File: src/rtl/crf_defs.svh
`ifndef CRF_DEFS_SVH
`define CRF_DEFS_SVH

// ****************************************
// Register bus offsets
// ****************************************
`define CRF_OFS_GPR    8'h00
`define CRF_OFS_SEG    8'h20
`define CRF_OFS_FLAGS  8'h30
`define CRF_OFS_END    8'h34
`define CRF_IDX_SEG    4'h8
`define CRF_IDX_FLAGS  4'hC

// ****************************************
// Reset values
// ****************************************
`define CRF_RST_WORD   16'h0000
`define CRF_RST_FLAGS  9'h000

// ****************************************
// Register and segment codes
// ****************************************
`define CRF_REG_DX     3'h2
`define CRF_REG_SP     3'h4
`define CRF_REG_SI     3'h6
`define CRF_REG_DI     3'h7
`define CRF_SEG_ES     2'h0
`define CRF_SEG_CS     2'h1
`define CRF_SEG_SS     2'h2
`define CRF_SEG_DS     2'h3

// ****************************************
// Prefix byte, stack and address forming
// ****************************************
`define CRF_PFX_MASK   8'hE7
`define CRF_PFX_MATCH  8'h26
`define CRF_PFX_SEG_LO 3
`define CRF_STACK_STEP 16'h0002
`define CRF_SEG_ZEROS  4'h0

`endif

File: src/rtl/crf_pkg.sv
package crf_pkg;

  // ****************************************
  // Types
  // ****************************************
  typedef enum logic [1:0] {
    CRF_OP_ADD,
    CRF_OP_SUB,
    CRF_OP_AND,
    CRF_OP_ROL
  } crf_alu_op_t;

  typedef struct packed {
    logic        signed_overflow_flag;
    logic        string_direction_flag;
    logic        int_enable_flag;
    logic        single_step_flag;
    logic        negative_flag;
    logic        result_zero_flag;
    logic        nibble_carry_flag;
    logic        even_parity_flag;
    logic        carry_out_flag;
  } crf_flags_t;

  typedef struct packed {
    logic        we;
    logic        wide;
    logic [2:0]  sel;
    logic [15:0] data;
  } crf_wr_t;

  typedef struct packed {
    logic        valid;
    logic        wide;
    crf_alu_op_t op;
    logic [15:0] a;
    logic [15:0] b;
  } crf_alu_t;

  typedef struct packed {
    logic set_dir;
    logic clr_dir;
    logic set_int;
    logic clr_int;
    logic set_step;
    logic clr_step;
  } crf_flag_ctl_t;

endpackage

File: src/rtl/crf_addr_gen.sv
`timescale 1ns/1ps
`include "crf_defs.svh"

module crf_addr_gen (
  input  wire logic [15:0] seg_i,
  input  wire logic [15:0] off_i,
  output logic      [19:0] phys_o,
  output logic      [19:0] phys_hi_o
);

  // ****************************************
  // Segment base plus offset, 20-bit wrap
  // ****************************************
  // base on 16-byte boundary
  wire [20:0] sum = {1'b0, seg_i, `CRF_SEG_ZEROS} + {5'h00, off_i};

  assign phys_o    = sum[19:0];
  assign phys_hi_o = phys_o + 20'h00001;

endmodule

File: src/rtl/crf_regfile.sv
// Overview of operation
// - One megabyte byte memory space plus separate 64K port space.
// - Word access uses low byte at address, high byte at next.
// - Segments start at multiples of 16 and span 64K bytes.
// - Physical address is segment shifted left four plus offset.
// - Four segment registers hold the upper 16 bits of segment bases.
// - Port addresses are flat, never relocated; byte or word sized.
// - Ports 0-255 by immediate address; any port via register.
// - Thirteen 16-bit registers, nine flags; instruction offset hidden.
// - Data registers work as words or byte halves; others words only.
// - Pointer and index registers join arithmetic like data registers.
// - Pointer offsets default to stack segment, index offsets to data.
// - Every fetch uses code segment with instruction offset.
// - A prefix byte selects the operand segment instead of default.
// - Nibble carry set on carry or borrow at low nibble.
// - Carry set on carry or borrow at top bit; rotates load it.
// - Overflow set on signed overflow; overflow trap instruction raises interrupt only while overflow is set.
// - Negative flag equals result top bit.
// - Parity flag set when result has even count of ones.
// - Zero flag set exactly when result is zero.
// - Direction flag set decrements string registers, clear increments.
// - Interrupt enable gates maskable external requests only.
// - Setting the step flag enters single-step mode.
// - In single-step mode an internal interrupt follows each instruction.
// - Push lowers stack pointer by 2 first; pop raises it after.
//
// Local design decisions: the strobed register port and the register addresses.
`timescale 1ns/1ps
`include "crf_defs.svh"

module crf_regfile (
  input  wire logic                   mclk_i,
  input  wire logic                   resetn_i,
  input  wire logic [7:0]             bus_addr_i,
  input  wire logic [15:0]            bus_wdata_i,
  input  wire logic                   bus_wr_i,
  input  wire logic                   bus_rd_i,
  output logic      [15:0]            bus_rdata_o,
  input  wire crf_pkg::crf_wr_t       ex_wr_i,
  input  wire logic                   seg_we_i,
  input  wire logic [1:0]             seg_sel_i,
  input  wire logic [15:0]            seg_data_i,
  input  wire crf_pkg::crf_alu_t      alu_i,
  output logic      [15:0]            alu_result_o,
  input  wire crf_pkg::crf_flag_ctl_t flag_ctl_i,
  input  wire logic                   str_step_i,
  input  wire logic                   str_wide_i,
  input  wire logic                   push_i,
  input  wire logic                   pop_i,
  input  wire logic                   ip_load_i,
  input  wire logic [15:0]            ip_value_i,
  input  wire logic                   ip_adv_i,
  input  wire logic [2:0]             ip_len_i,
  input  wire logic                   pfx_valid_i,
  input  wire logic [7:0]             pfx_byte_i,
  input  wire logic                   instr_done_i,
  input  wire logic [15:0]            ea_off_i,
  input  wire logic                   ea_ptr_i,
  input  wire logic                   io_direct_i,
  input  wire logic [7:0]             io_imm_i,
  input  wire logic                   ext_irq_i,
  input  wire logic                   nmi_i,
  input  wire logic                   ovf_trap_i,
  output logic      [19:0]            fetch_addr_o,
  output logic      [19:0]            opnd_addr_o,
  output logic      [19:0]            opnd_addr_hi_o,
  output logic      [19:0]            stack_addr_o,
  output logic      [15:0]            io_addr_o,
  output logic      [15:0]            io_addr_hi_o,
  output crf_pkg::crf_flags_t         flags_o,
  output logic                        irq_take_o,
  output logic                        nmi_take_o,
  output logic                        ovf_int_o,
  output logic                        step_int_o
);
  import crf_pkg::*;

  // ****************************************
  // State
  // ****************************************
  logic [15:0] gpr_r   [0:7];
  logic [15:0] gpr_nxt [0:7];
  logic [15:0] seg_r   [0:3];
  logic [15:0] seg_nxt [0:3];
  logic [15:0] ip_r;
  logic [15:0] ip_nxt;
  crf_flags_t  flags_r;
  crf_flags_t  flags_nxt;
  logic [15:0] rdata_r;
  logic [15:0] alu_res_r;
  logic        ovr_r;
  logic [1:0]  ovr_seg_r;
  logic        step_r;

  // ****************************************
  // Register bus decode
  // ****************************************
  wire       bus_map   = (bus_addr_i[1:0] == 2'h0) && (bus_addr_i < `CRF_OFS_END);
  wire [3:0] bus_idx   = bus_addr_i[5:2];
  wire       bus_wr_ok = bus_wr_i && bus_map;
  wire       flag_hit  = bus_wr_ok && (bus_idx == `CRF_IDX_FLAGS);
  wire [15:0] rd_mux   = !bus_map ? 16'h0000 :
                         (bus_idx < `CRF_IDX_SEG) ? gpr_r[bus_idx[2:0]] :
                         (bus_idx < `CRF_IDX_FLAGS) ? seg_r[bus_idx[1:0]] :
                         {7'h00, flags_r};

  // ****************************************
  // Implicit pointer steps
  // ****************************************
  // direction chooses step
  wire [15:0] str_size = str_wide_i ? 16'h0002 : 16'h0001;
  wire [15:0] str_dlt  = flags_r.string_direction_flag ? (16'h0000 - str_size) : str_size;
  wire [15:0] stk_dlt  = push_i ? (16'h0000 - `CRF_STACK_STEP) :
                         pop_i ? `CRF_STACK_STEP : 16'h0000;

  // ****************************************
  // General and segment registers
  // ****************************************
  genvar g;
  generate
    for (g = 0; g < 8; g++) begin : g_gpr
      localparam logic [2:0] CODE = 3'(g);
      wire        bus_hit = bus_wr_ok && (bus_idx == {1'b0, CODE});
      wire        ex_word = ex_wr_i.we && ex_wr_i.wide && (ex_wr_i.sel == CODE);
      // byte halves only on data registers
      wire        ex_lo   = (g < 4) && ex_wr_i.we && !ex_wr_i.wide && (ex_wr_i.sel == CODE);
      wire        ex_hi   = (g < 4) && ex_wr_i.we && !ex_wr_i.wide &&
                            (ex_wr_i.sel == (CODE | 3'h4));
      wire [15:0] dlt     = (CODE == `CRF_REG_SP) ? stk_dlt :
                            ((CODE == `CRF_REG_SI) || (CODE == `CRF_REG_DI)) &&
                            str_step_i ? str_dlt : 16'h0000;
      assign gpr_nxt[g] = bus_hit ? bus_wdata_i :
                          ex_word ? ex_wr_i.data :
                          ex_lo   ? {gpr_r[g][15:8], ex_wr_i.data[7:0]} :
                          ex_hi   ? {ex_wr_i.data[7:0], gpr_r[g][7:0]} :
                          gpr_r[g] + dlt;
      always_ff @(posedge mclk_i or negedge resetn_i) begin
        if (!resetn_i) begin
          gpr_r[g] <= `CRF_RST_WORD;
        end else begin
          gpr_r[g] <= gpr_nxt[g];
        end
      end
    end

    for (g = 0; g < 4; g++) begin : g_seg
      localparam logic [1:0] CODE = 2'(g);
      wire bus_hit = bus_wr_ok && (bus_idx == (`CRF_IDX_SEG | {2'h0, CODE}));
      assign seg_nxt[g] = bus_hit ? bus_wdata_i :
                          (seg_we_i && seg_sel_i == CODE) ? seg_data_i : seg_r[g];
      always_ff @(posedge mclk_i or negedge resetn_i) begin
        if (!resetn_i) begin
          seg_r[g] <= `CRF_RST_WORD;
        end else begin
          seg_r[g] <= seg_nxt[g];
        end
      end
    end
  endgenerate

  // ****************************************
  // Instruction offset
  // ****************************************
  // only control transfer or advance
  assign ip_nxt = ip_load_i ? ip_value_i :
                  ip_adv_i ? ip_r + {13'h0000, ip_len_i} : ip_r;

  // ****************************************
  // Arithmetic status
  // ****************************************
  wire [15:0] am   = alu_i.wide ? alu_i.a : {8'h00, alu_i.a[7:0]};
  wire [15:0] bm   = alu_i.wide ? alu_i.b : {8'h00, alu_i.b[7:0]};
  wire        subt = (alu_i.op == CRF_OP_SUB);
  wire [16:0] full = subt ? ({1'b0, am} - {1'b0, bm}) : ({1'b0, am} + {1'b0, bm});
  wire        a_top = alu_i.wide ? am[15] : am[7];
  wire        b_top = alu_i.wide ? bm[15] : bm[7];
  wire [15:0] rot  = alu_i.wide ? {am[14:0], am[15]} : {8'h00, am[6:0], am[7]};
  wire [15:0] arith = alu_i.wide ? full[15:0] : {8'h00, full[7:0]};
  wire [15:0] res  = (alu_i.op == CRF_OP_AND) ? (am & bm) :
                     (alu_i.op == CRF_OP_ROL) ? rot : arith;
  wire        r_top = alu_i.wide ? res[15] : res[7];
  wire        is_ar = (alu_i.op == CRF_OP_ADD) || subt;
  // carry or borrow at top bit
  wire        cf_ar = alu_i.wide ? full[16] : full[8];
  wire        af_ar = am[4] ^ bm[4] ^ full[4];
  wire        of_ar = (subt ? (a_top != b_top) : (a_top == b_top)) && (r_top != a_top);

  always_comb begin
    flags_nxt = flags_r;
    if (alu_i.valid) begin
      flags_nxt.carry_out_flag = is_ar ? cf_ar : (alu_i.op == CRF_OP_ROL) ? a_top : 1'b0;
      if (alu_i.op != CRF_OP_ROL) begin
        flags_nxt.nibble_carry_flag    = is_ar & af_ar;
        flags_nxt.signed_overflow_flag = is_ar & of_ar;
        flags_nxt.negative_flag        = r_top;
        flags_nxt.even_parity_flag     = ~^res;
        flags_nxt.result_zero_flag     = (res == 16'h0000);
      end
    end
    if (flag_ctl_i.set_dir) flags_nxt.string_direction_flag = 1'b1;
    if (flag_ctl_i.clr_dir) flags_nxt.string_direction_flag = 1'b0;
    if (flag_ctl_i.set_int) flags_nxt.int_enable_flag = 1'b1;
    if (flag_ctl_i.clr_int) flags_nxt.int_enable_flag = 1'b0;
    if (flag_ctl_i.set_step) flags_nxt.single_step_flag = 1'b1;
    if (flag_ctl_i.clr_step) flags_nxt.single_step_flag = 1'b0;
    if (flag_hit) flags_nxt = crf_flags_t'(bus_wdata_i[8:0]);
  end

  // ****************************************
  // Segment prefix
  // ****************************************
  // prefix pattern distinct from opcodes
  wire pfx_hit = pfx_valid_i && ((pfx_byte_i & `CRF_PFX_MASK) == `CRF_PFX_MATCH);

  // ****************************************
  // Sequential state
  // ****************************************
  always_ff @(posedge mclk_i or negedge resetn_i) begin
    if (!resetn_i) begin
      ip_r      <= `CRF_RST_WORD;
      flags_r   <= `CRF_RST_FLAGS;
      rdata_r   <= `CRF_RST_WORD;
      alu_res_r <= `CRF_RST_WORD;
      ovr_r     <= 1'b0;
      ovr_seg_r <= `CRF_SEG_DS;
      step_r    <= 1'b0;
    end else begin
      ip_r    <= ip_nxt;
      flags_r <= flags_nxt;
      if (bus_rd_i) begin
        rdata_r <= rd_mux;
      end
      if (alu_i.valid) begin
        alu_res_r <= res;
      end
      if (pfx_hit) begin
        ovr_r     <= 1'b1;
        ovr_seg_r <= pfx_byte_i[`CRF_PFX_SEG_LO +: 2];
      end else if (instr_done_i) begin
        ovr_r <= 1'b0;
      end
      step_r <= instr_done_i && flags_r.single_step_flag;
    end
  end

  // ****************************************
  // Address forming
  // ****************************************
  // pointer to stack, index to data
  wire [1:0]  opnd_seg = ovr_r ? ovr_seg_r : (ea_ptr_i ? `CRF_SEG_SS : `CRF_SEG_DS);
  wire [15:0] sp_w     = gpr_r[`CRF_REG_SP];
  wire [15:0] stk_off  = push_i ? (sp_w - `CRF_STACK_STEP) : sp_w;
  wire [15:0] ag_seg [0:2];
  wire [15:0] ag_off [0:2];
  wire [19:0] ag_lo  [0:2];
  wire [19:0] ag_hi  [0:2];

  assign ag_seg[0] = seg_r[`CRF_SEG_CS];
  assign ag_off[0] = ip_r;
  assign ag_seg[1] = seg_r[opnd_seg];
  assign ag_off[1] = ea_off_i;
  assign ag_seg[2] = seg_r[`CRF_SEG_SS];
  assign ag_off[2] = stk_off;

  generate
    for (g = 0; g < 3; g++) begin : g_ag
      crf_addr_gen u_ag (
        .seg_i     (ag_seg[g]),
        .off_i     (ag_off[g]),
        .phys_o    (ag_lo[g]),
        .phys_hi_o (ag_hi[g])
      );
    end
  endgenerate

  // ****************************************
  // Outputs
  // ****************************************
  // 20-bit memory, 16-bit ports
  assign fetch_addr_o   = ag_lo[0];
  assign opnd_addr_o    = ag_lo[1];
  assign opnd_addr_hi_o = ag_hi[1];
  assign stack_addr_o   = ag_lo[2];
  assign io_addr_o      = io_direct_i ? {8'h00, io_imm_i} : gpr_r[`CRF_REG_DX];
  assign io_addr_hi_o   = io_addr_o + 16'h0001;
  assign bus_rdata_o    = rdata_r;
  assign alu_result_o   = alu_res_r;
  assign flags_o        = flags_r;
  assign irq_take_o     = ext_irq_i && flags_r.int_enable_flag;
  assign nmi_take_o     = nmi_i;
  assign ovf_int_o      = ovf_trap_i && flags_r.signed_overflow_flag;
  assign step_int_o     = step_r;

  wire quiet = !bus_wr_i && !ex_wr_i.we;
  wire step_arm = instr_done_i && flags_r.single_step_flag;
  wire [19:0] fetch_ref = {seg_r[`CRF_SEG_CS], 4'h0} + {4'h0, ip_r};
endmodule
File: config.mk
export PLATFORM = sky130hd
export DESIGN_NAME = crf_regfile
export DESIGN_NICKNAME = d
export VERILOG_FILES = /design/src/rtl/crf_pkg.sv /design/src/rtl/crf_addr_gen.sv /design/src/rtl/crf_regfile.sv
export VERILOG_INCLUDE_DIRS = /design/src /design/src/rtl
export SDC_FILE = /design/constraint.sdc
export NUM_CORES = 1
export LEC_CHECK = 0
export BUFFER_PORTS_ARGS = -buffer_cell sky130_fd_sc_hd__buf_2
export CAP_MARGIN = 40
export CORE_MARGIN = 2
export CORE_UTILIZATION = 30
export DETAILED_ROUTE_END_ITERATION = 12
export MAX_ROUTING_LAYER = met4
export PLACE_DENSITY_LB_ADDON = 0.08
export SETUP_SLACK_MARGIN = 0.5
export SLEW_MARGIN = 5
export SYNTH_ARGS = -nofsm -noshare
export SYNTH_HDL_FRONTEND = slang
export SYNTH_SLANG_ARGS = --single-unit
File: constraint.sdc
create_clock -name mclk_i -period 9.27 [get_ports mclk_i]
set_clock_uncertainty 0.05 [all_clocks]
set_input_delay 0.4635 -clock mclk_i [delete_from_list [all_inputs] [get_ports mclk_i]]
set_output_delay 0.4635 -clock mclk_i [all_outputs]
set_load 0.01 [all_outputs]
Word level (Yosys, flattened, before mapping)
Index checks and enable logic that the tools add are counted.

Equality and inequality tests: 34. Bitwise gates (word level): 8. Order comparisons: 6. Reduce and logical (&&, ||, !) cells: 76. Mux-type cells: 82. $add $sub $neg: 13.

Operators with widths (count): 16-bit two-way mux (54); 16-bit binary-select mux with 2-bit select (2); 20-bit by 16-bit adder with 20-bit output (3); 16-bit adder (3); 16-bit binary-select mux with 3-bit select (1); 1-bit logical AND (42); 3-bit nonzero test (11); 20-bit by 1-bit adder with 20-bit output, second input constant (1); 4-bit == test, second input constant (5); 1-bit two-way mux (18); 2-bit nonzero test (9); 16-bit by 16-bit adder with 17-bit output (1); 17-bit two-way mux (1); 16-bit by 16-bit subtractor with 17-bit output (1); 16-bit by 1-bit adder with 16-bit output, second input constant (1); 16-bit by 3-bit adder with 16-bit output (1); 16-bit bitwise AND (1); 4-bit by 3-bit == test with 1-bit output, second input constant (4); 16-bit zero test (1); 16-bit XNOR reduction (1); 16-bit by 2-bit subtractor with 16-bit output, second input constant (1); 3-bit == test, second input constant (4); 3-bit != test, second input constant (4); 2-bit AND reduction (5); 28 further kinds (44).

Register bits: 253. Output and inout port bits: 157. Bits of input ports: 174.

Longest topological paths before layout
Gate-level depths: netlist of run 1.

Depth in word-level cells: 13. Mapped depth: 23. Gate-level depth less buffers: 22.

By module
A second synthesis of run 1 with hierarchy kept.

Cells, all modules: 2549. Area, all modules: 22038.6 sq um.

By module, submodules not included: crf_regfile (sequential area each 6333.6 sq um, instances 1, area an instance 18577.8 sq um, cells each 2072); crf_addr_gen (sequential area each 0.0 sq um, instances 3, area an instance 1153.6 sq um, cells each 159).

Least setup slack after synthesis of run 1
OpenSTA, ideal clock, no wires.

Path type: flip-flop to output port. From: register ovr_r. To: output port opnd_addr_hi_o[19]. Stages on the path, launching flop included: 15. Path buffers: 2. Data required time: 8.757 ns. Setup slack: 4.759 ns. Arrival: 3.998 ns. Path through: dfrtp_1 and2b_1 buf_2 buf_2 mux4_2 ha_1 a2111oi_2 o21ai_1 a31o_2 a211oi_4 nand2b_4 a21boi_4 xnor2_4 nor4_1 xor2_1.

Longest elaborated chain between the ends: 7.

RTL lines: from (decl) (RTL line crf_regfile.sv:91) `logic ovr_r;`; from (signal assigned) (RTL line crf_regfile.sv:224) `ovr_r <= 1'b0;`; from (signal assigned) (RTL line crf_regfile.sv:237) `ovr_r <= 1'b1;`; from (signal assigned) (RTL line crf_regfile.sv:240) `ovr_r <= 1'b0;`; 2-bit two-way mux (RTL line crf_regfile.sv:250) `` wire [1:0] opnd_seg = ovr_r ? ovr_seg_r : (ea_ptr_i ? `CRF_SEG_SS : `CRF_SEG_DS); ``; 2-bit NOT with 3-bit output (implied by the code) (RTL line crf_regfile.sv:260) `assign ag_seg[1] = seg_r[opnd_seg];`; 16-bit binary-select mux with 2-bit select (RTL line crf_regfile.sv:260); 16-bit two-way mux (implied by the code) (2 in a row) (RTL line crf_regfile.sv:260); 20-bit by 16-bit adder with 20-bit output (RTL line crf_addr_gen.sv:15) `` wire [20:0] sum = {1'b0, seg_i, `CRF_SEG_ZEROS} + {5'h00, off_i}; ``; 20-bit by 1-bit adder with 20-bit output (RTL line crf_addr_gen.sv:18) `assign phys_hi_o = phys_o + 20'h00001;`; to (decl) (RTL line crf_regfile.sv:66) `output logic [19:0] opnd_addr_hi_o,`.

Every way passes these cells. The select of a mux whose other input is x is not followed.

Worst setup path in the final report of run 1
From: register ovr_seg_r[0]. To: output port opnd_addr_hi_o[19].

Longest elaborated chain between the ends: 7.

RTL lines: from (decl) (RTL line crf_regfile.sv:92) `logic [1:0] ovr_seg_r;`; from (signal assigned) (RTL line crf_regfile.sv:225) `` ovr_seg_r <= `CRF_SEG_DS; ``; from (signal assigned) (RTL line crf_regfile.sv:238) `` ovr_seg_r <= pfx_byte_i[`CRF_PFX_SEG_LO +: 2]; ``; 2-bit two-way mux (RTL line crf_regfile.sv:250); 2-bit NOT with 3-bit output (implied by the code) (RTL line crf_regfile.sv:260); 16-bit binary-select mux with 2-bit select (RTL line crf_regfile.sv:260); 16-bit two-way mux (implied by the code) (2 in a row) (RTL line crf_regfile.sv:260); 20-bit by 16-bit adder with 20-bit output (RTL line crf_addr_gen.sv:15); 20-bit by 1-bit adder with 20-bit output (RTL line crf_addr_gen.sv:18).

Every way passes these cells. The select of a mux whose other input is x is not followed.

==> results.py, run 1 <==
metrics = {
    "outcome": {
        "status": "finished, final reports clean",
    },
    "logic_synthesis": {
        "synth_compound_area_share_pct": 17.21,
        "netlist.area_leader.share_pct": 30.72,
        "synth_edf_count": 0,
        "synth_top_flop_cell": "dfrtp_1",
        "synth_nets": 2629,
        "yosysTopAreaCell": "dfrtp_1",
        "synth_seq_area_share_pct": 30.97,
        "synth_fa_ha_area_share_pct": 7.697,
        "synth_xor_area_share_pct": 7.245,
        "yosysUniqueCellTypes": 87,
        "yosys.area_share.simple_pct": 16.91,
        "yosys-top-cells-area": "dfrtp_1 (31%), mux4_2 (8.0%), ha_1 (6.9%)",
        "syn-cell-area_um2": 20450,
        "ys_warn_count": 0,
        "async_flop_share_pct": 100.0,
        "avgSynthCellArea_um2": 8.761,
        "muxShareOfSynthArea_pct": 15.10,
        "synth_seq_cells": 253,
        "synth_top_family_by_area": "compound AO/OA/AOI/OAI gates",
        "netlist_instances": 2334,
    },
    "floorplanning": {
        "start_util_pct": 30.39,
        "die_area_um2": 70260,
        "dieHeight_um": 265.1,
        "rows": 95,
        "coreArea_um2": 67280,
        "io_pins": 331,
        "die_w_um": 265.1,
    },
    "worst_setup_path": {
        "timing.reg2reg.setup_slack_ns": 5.44,
        "critPathMaxFanout": 17,
        "critPathLaunch": "ovr_seg_r[0]",
        "crit_family": "multiplexers",
        "worst-setup-path-type": "flop to output pin",
        "crit_path_end_kind": "output pin",
        "crit_path_cell_trace": "inv_1 -> mux2i_4 -> mux4_2 -> ha_1 -> inv_1 -> fa_1 -> nand2b_1 -> a21oi_2 -> o41ai_2 -> o21bai_2 -> xor2_1 -> and4b_1 -> nand3_1 -> nor4_1 -> xor2_1 -> buf_2",
        "timing.rr.start": "flags_o[7]",
        "crit_buf_inv": 3,
        "slowest_delay_ns": 0.62,
        "cp.required_ns": 8.76,
        "r2r-end": "gpr_r[14]",
        "cp-start-kind": "flop",
        "cp_slowest_cell": "mux2i_4",
        "cp.depth": 16,
        "reg2regPathDepth": 13,
        "arrival_ns": 4.86,
        "crit_path_end": "opnd_addr_hi_o[19]",
    },
    "detailed_routing": {
        "ant_nets": 0,
        "drt_iter0_drc": 1329,
        "drc_errors": 0,
        "finalWirelength_um": 81490,
        "drt_pass1_iterations": 5,
        "vias_per_cell": 5.352,
        "vias": 18715,
        "avgRoutedWirePerCell_um": 23.30,
    },
    "pwr": {
        "ir_worst_vdd_uv": 101.9,
        "p_leak_nw": 11.12,
        "cellPowerDensity_nw_per_um2": 239.6,
        "finalPower_mw": 5.783,
    },
    "final_layout": {
        "final_util_pct": 35.88,
        "fillCellCount": 6969,
        "final_cell_area_um2": 24140,
        "final_cell_mix": "buf_2 (327), nor2_1 (277), dfrtp_1 (251)",
        "nNetsFinal": 2889,
        "final_common_cell": "buf_2",
        "syn2layout_area_growth_pct": 18.04,
        "layout.cells.non_filler": 3497,
        "drive_above_1_share_pct": 20.89,
    },
    "cts": {
        "htree_levels": 2,
        "cts.reportedPaths.clkPinSlew_ns": 0.05,
        "cts_made_buffers": 36,
        "postCtsSetupBuffers": 0,
        "cts.path.max_buffers": 3,
        "clkLatencyLatePin_ns": 0.55,
        "clock-root-buffer": "clkbuf_16",
        "post_cts_resized": 0,
        "postCtsHoldBufs": 1,
        "clkSinkCount": 253,
        "cts_tree": "yes",
    },
    "timing": {
        "rsz0062_at_grt": "false",
        "finalWorstSetupSlack_ns": 3.898,
        "max_clock_freq_ghz": 0.1862,
        "max_slew_margin_pct": 41.85,
        "layout_min_cycle_time_ns": 5.372,
        "hold-worst-slack_ns": 0.05104,
        "finalCritPeriodShare_pct": 57.95,
        "setup_viol": 0,
        "setup_tns_ns": 0,
        "tightest_slew_ns": 0.8651,
        "slew_violations": 0,
        "hold_viol_final": 0,
    },
    "placed_design": {
        "post_dp_cell_area_um2": 23010,
        "io_buffers": 328,
        "globalplace.congestion": 0.8674,
        "dp.cells": 3428,
        "dp_hpwl_um": 61500,
        "place_ws_ns": 4.124,
    },
    "global_routing": {
        "overflow": 0,
        "use_met1_pct": 30.95,
        "antenna_found_initial": 9,
        "met2_usage_pct": 37.06,
        "grt_max_degree": 70,
        "track_usage_pct": 23.37,
        "busiest_layer": "met2",
        "grt_pass1_vias": 18318,
        "grt_pass1_wl_um": 119700,
        "grt_use_met3_pct": 3.555,
    },
    "run": {
        "cap_violations": 0,
    },
    "worst_hold_path": {
        "hold_path_class": "input port to flop",
    },
}
## worst min-delay path by stage
stage	to	start	depth (start not counted)	slack [ns]
floorplan	ag_seg[0]	resetn_i	0	0.12
global placement	gpr_r[121]	gpr_r[121]	2	0.41
detailed placement	gpr_r[120]	gpr_r[120]	2	0.42
CTS	flags_o[7]	flag_ctl_i[4]	2	0.02
global route	flags_o[6]	flag_ctl_i[2]	2	0.04
finish	flags_o[7]	flag_ctl_i[4]	2	0.05
## Yosys cell counts, types with 19 or more instances
master,count
buf_2,19
mux4_2,73
nor2_1,279
xnor2_1,93
a31oi_1,20
ha_1,113
and2_1,25
nand2_1,222
o21ai_0,123
nor2b_1,29
nor3_1,38
nand3_1,47
and3_1,36
a21o_1,24
a221oi_1,24
inv_1,95
a21oi_1,239
xor2_1,68
mux2i_1,133
clkbuf_1,102
dfrtp_1,251
## final cells by class
class | instances | area (um2) | area share [%]
multi-input cells | 1834 | 13130 | 54.39
flip-flops and latches | 253 | 6334 | 26.24
diodes | 5 | 12.51 | 0.05184
inverters | 96 | 360.3 | 1.493
well taps | 873 | 1092 | 4.525
clock inverters | 11 | 83.83 | 0.3473
clock buffers | 52 | 1022 | 4.235
repair buffers | 373 | 2103 | 8.714
## layer usage
layer	vias to the layer above	wire (um)
met4	0	2172
met1	9112	36280
li1	8893	-
met2	623	37770
met3	87	5271
met5	-	0
## registers in the layout (all words and copies together), names as in the netlist, 9 cells and up
| register | flops |
|---|---|
| gpr_r | 112 |
| ag_seg | 32 |
| seg_r | 32 |
| alu_result_o | 16 |
| bus_rdata_o | 16 |
| ip_r | 16 |
| sp_w | 16 |
| flags_o | 9 |
## cells by family (layout without fill, tap and decap cells)
| logic type | count (synthesis) | in the layout |
|---|---|---|
| simple gates | 760 | 760 |
| xor+xnor | 164 | 164 |
| flops | 253 | 253 |
| compound gates | 574 | 574 |
| other cells | 0 | 5 |
| buf+inv | 247 | 532 |
| fa+ha+maj | 121 | 121 |
| mux | 215 | 215 |
## report_power, final
group,switching (mW),internal (mW),leakage (nW)
combinational,1.48,1.23,7.53
sequential,0.343,1.39,3.04
clock,0.552,0.793,0.552
total,2.37,3.41,11.1
No activity file was read; power rests on OpenSTA's default activity.
==> inputs of run 2 (changes only) <==
- clock period: 9.27 -> 4.96 ns (I/O delays scaled with it)
==> run 2 against run 1 <==
Against the previous run: final cell count up 1.8%; final area up 3.8%; clock power up 99%; die area unchanged; register-to-register slack worse by 4.2 ns; critical path depth unchanged.
==> results.py, run 2 (synthesis results as in run 1) <==
metrics = {
    "run": {
        "cap_violations": 0,
    },
    "global_routing": {
        "antenna_found_initial": 7,
        "grt_pass1_wl_um": 123200,
        "track_usage_pct": 24.07,
        "overflow": 0,
        "grt_pass1_vias": 18710,
        "grt_max_degree": 113,
    },
    "placed_design": {
        "globalplace.congestion": 0.9098,
        "place_ws_ns": 0.5334,
        "dp.cells": 3440,
        "io_buffers": 328,
        "dp_hpwl_um": 62280,
    },
    "detailed_routing": {
        "ant_nets": 0,
        "vias_per_cell": 5.304,
        "drt_iter0_drc": 1453,
        "drt_pass1_iterations": 5,
        "drc_errors": 0,
        "finalWirelength_um": 83200,
        "vias": 18881,
        "avgRoutedWirePerCell_um": 23.37,
    },
    "pwr": {
        "p_leak_nw": 11.51,
        "cellPowerDensity_nw_per_um2": 446.7,
        "ir_worst_vdd_uv": 189.1,
    },
    "final_layout": {
        "largest_reg_flops": 112,
        "multi_input_area_um2": 13410,
        "final_cell_mix": "buf_2 (327), nor2_1 (274), dfrtp_1 (247)",
        "seq_area_um2": 6339,
        "fillCellCount": 6964,
        "nNetsFinal": 2953,
        "largest-register": "gpr_r",
        "layout.cells.non_filler": 3560,
        "final_common_cell": "buf_2",
        "syn2layout_area_growth_pct": 22.54,
        "drive_above_1_share_pct": 23.05,
    },
    "cts": {
        "htree_levels": 2,
        "cts.path.max_buffers": 3,
        "clkSinkCount": 253,
        "cts.reportedPaths.clkPinSlew_ns": 0.06,
        "cts_made_buffers": 36,
        "clock-root-buffer": "clkbuf_16",
        "clkLatencyLatePin_ns": 0.55,
        "cts_tree": "yes",
    },
    "worst_setup_path": {
        "r2r-end": "gpr_r[14]",
        "arrival_ns": 4.10,
        "crit_path_end_kind": "output pin",
        "worst-setup-path-type": "flop to output pin",
        "cp-start-kind": "flop",
        "reg2regPathDepth": 12,
        "critPathMaxFanout": 3,
        "cp.required_ns": 4.66,
        "timing.rr.start": "flags_o[7]",
        "timing.reg2reg.setup_slack_ns": 1.27,
    },
    "floorplanning": {
        "io_pins": 331,
        "start_util_pct": 30.39,
        "rows": 95,
        "die_area_um2": 70260,
        "dieHeight_um": 265.1,
        "die_w_um": 265.1,
        "coreArea_um2": 67280,
    },
    "timing": {
        "hold-worst-slack_ns": 0.02718,
        "setup_viol": 0,
        "rsz0062_at_grt": "true",
        "max_clock_freq_ghz": 0.2273,
        "max_slew_margin_pct": 33.78,
        "layout_min_cycle_time_ns": 4.399,
        "tightest_slew_ns": 0.9932,
        "finalCritPeriodShare_pct": 88.69,
        "finalWorstSetupSlack_ns": 0.5608,
        "setup_tns_ns": 0,
        "hold_viol_final": 0,
        "slew_violations": 0,
    },
    "worst_hold_path": {
        "holdCritStartpoint": "flag_ctl_i[1]",
        "holdPathStages": 3,
        "hold_path_class": "input port to flop",
        "holdPathEnd": "flags_o[5]",
    },
    "outcome": {
        "status": "finished, final reports clean",
    },
}
[run 2: cell type report]
| class | instances | area share (%) |
|---|---|---|
| flip-flops and latches | 253 | 25.30 |
| inverters | 96 | 1.438 |
| well taps | 873 | 4.359 |
| clock buffers | 55 | 4.404 |
| multi-input cells | 1834 | 53.51 |
| repair buffers | 437 | 10.61 |
| clock inverters | 6 | 0.3196 |
| diodes | 6 | 0.05992 |
[run 2: timing repair]
item / in CTS / in global routing
hold buffers: 36 / 0
endpoints found under the hold margin: 154 / 0
pin swaps: 14 / 20
resized for setup: 38 / 23
endpoints found under the setup margin: 12 / 11
setup buffers: 11 / 6
[run 2: worst max-delay path by stage]
stage | startpoint | slack, ns | cells past startpoint | end
detailed placement | ovr_r | 0.53 | 14 | opnd_addr_hi_o[19]
global placement | alu_i[3] | 0.59 | 20 | flags_o[1]
finish | ovr_seg_r[0] | 0.56 | 16 | opnd_addr_hi_o[19]
CTS | ovr_seg_r[0] | 0.43 | 16 | opnd_addr_hi_o[19]
floorplan | ovr_r | 0.66 | 14 | opnd_addr_hi_o[19]
global route | ovr_seg_r[0] | 0.36 | 17 | opnd_addr_hi_o[18]
[run 2: metrics by stage]
step	total power [mW]	utilization (%)	cell area, um2
2_1_floorplan	6.536	-	20450
3_3_place_gp	8.280	34.09	22930
3_5_place_dp	8.342	34.28	23060
4_1_cts	11.20	36.97	24880
5_1_grt	11.98	37.24	25060
6_report	11.19	37.24	25060
[run 2: critical path, stage by stage, from the launching register on]
cell	delay (ns)
dfstp_2	0.52
inv_2	0.04
mux2i_4	0.16
mux4_2	0.56
ha_4	0.19
inv_2	0.05
fa_2	0.19
nand2b_4	0.14
a21oi_4	0.07
o41ai_4	0.29
o22ai_2	0.17
o41ai_2	0.27
nand2b_4	0.22
xor2_4	0.07
nor4_2	0.29
xor2_1	0.17
buf_2	0.15
[run 2: power by group]
group | total [mW] | switching (mW) | leakage [nW] | internal, mW
Sequential | 3.27 | 0.668 | 3.04 | 2.60
Combinational | 5.27 | 2.83 | 7.88 | 2.44
Clock | 2.66 | 1.03 | 0.587 | 1.63
[run 2: routing by layer]
metal / routed length [um] / vias to the layer above / part of all wire, % / global-route usage, %
met5: 0 / - / 0 / -
met4: 1818 / 0 / 2.2 / 5.528
met3: 5207 / 87 / 6.3 / 3.953
met2: 38770 / 608 / 47 / 38.36
met1: 37400 / 9176 / 45 / 32.10
li1: - / 9010 / - / -
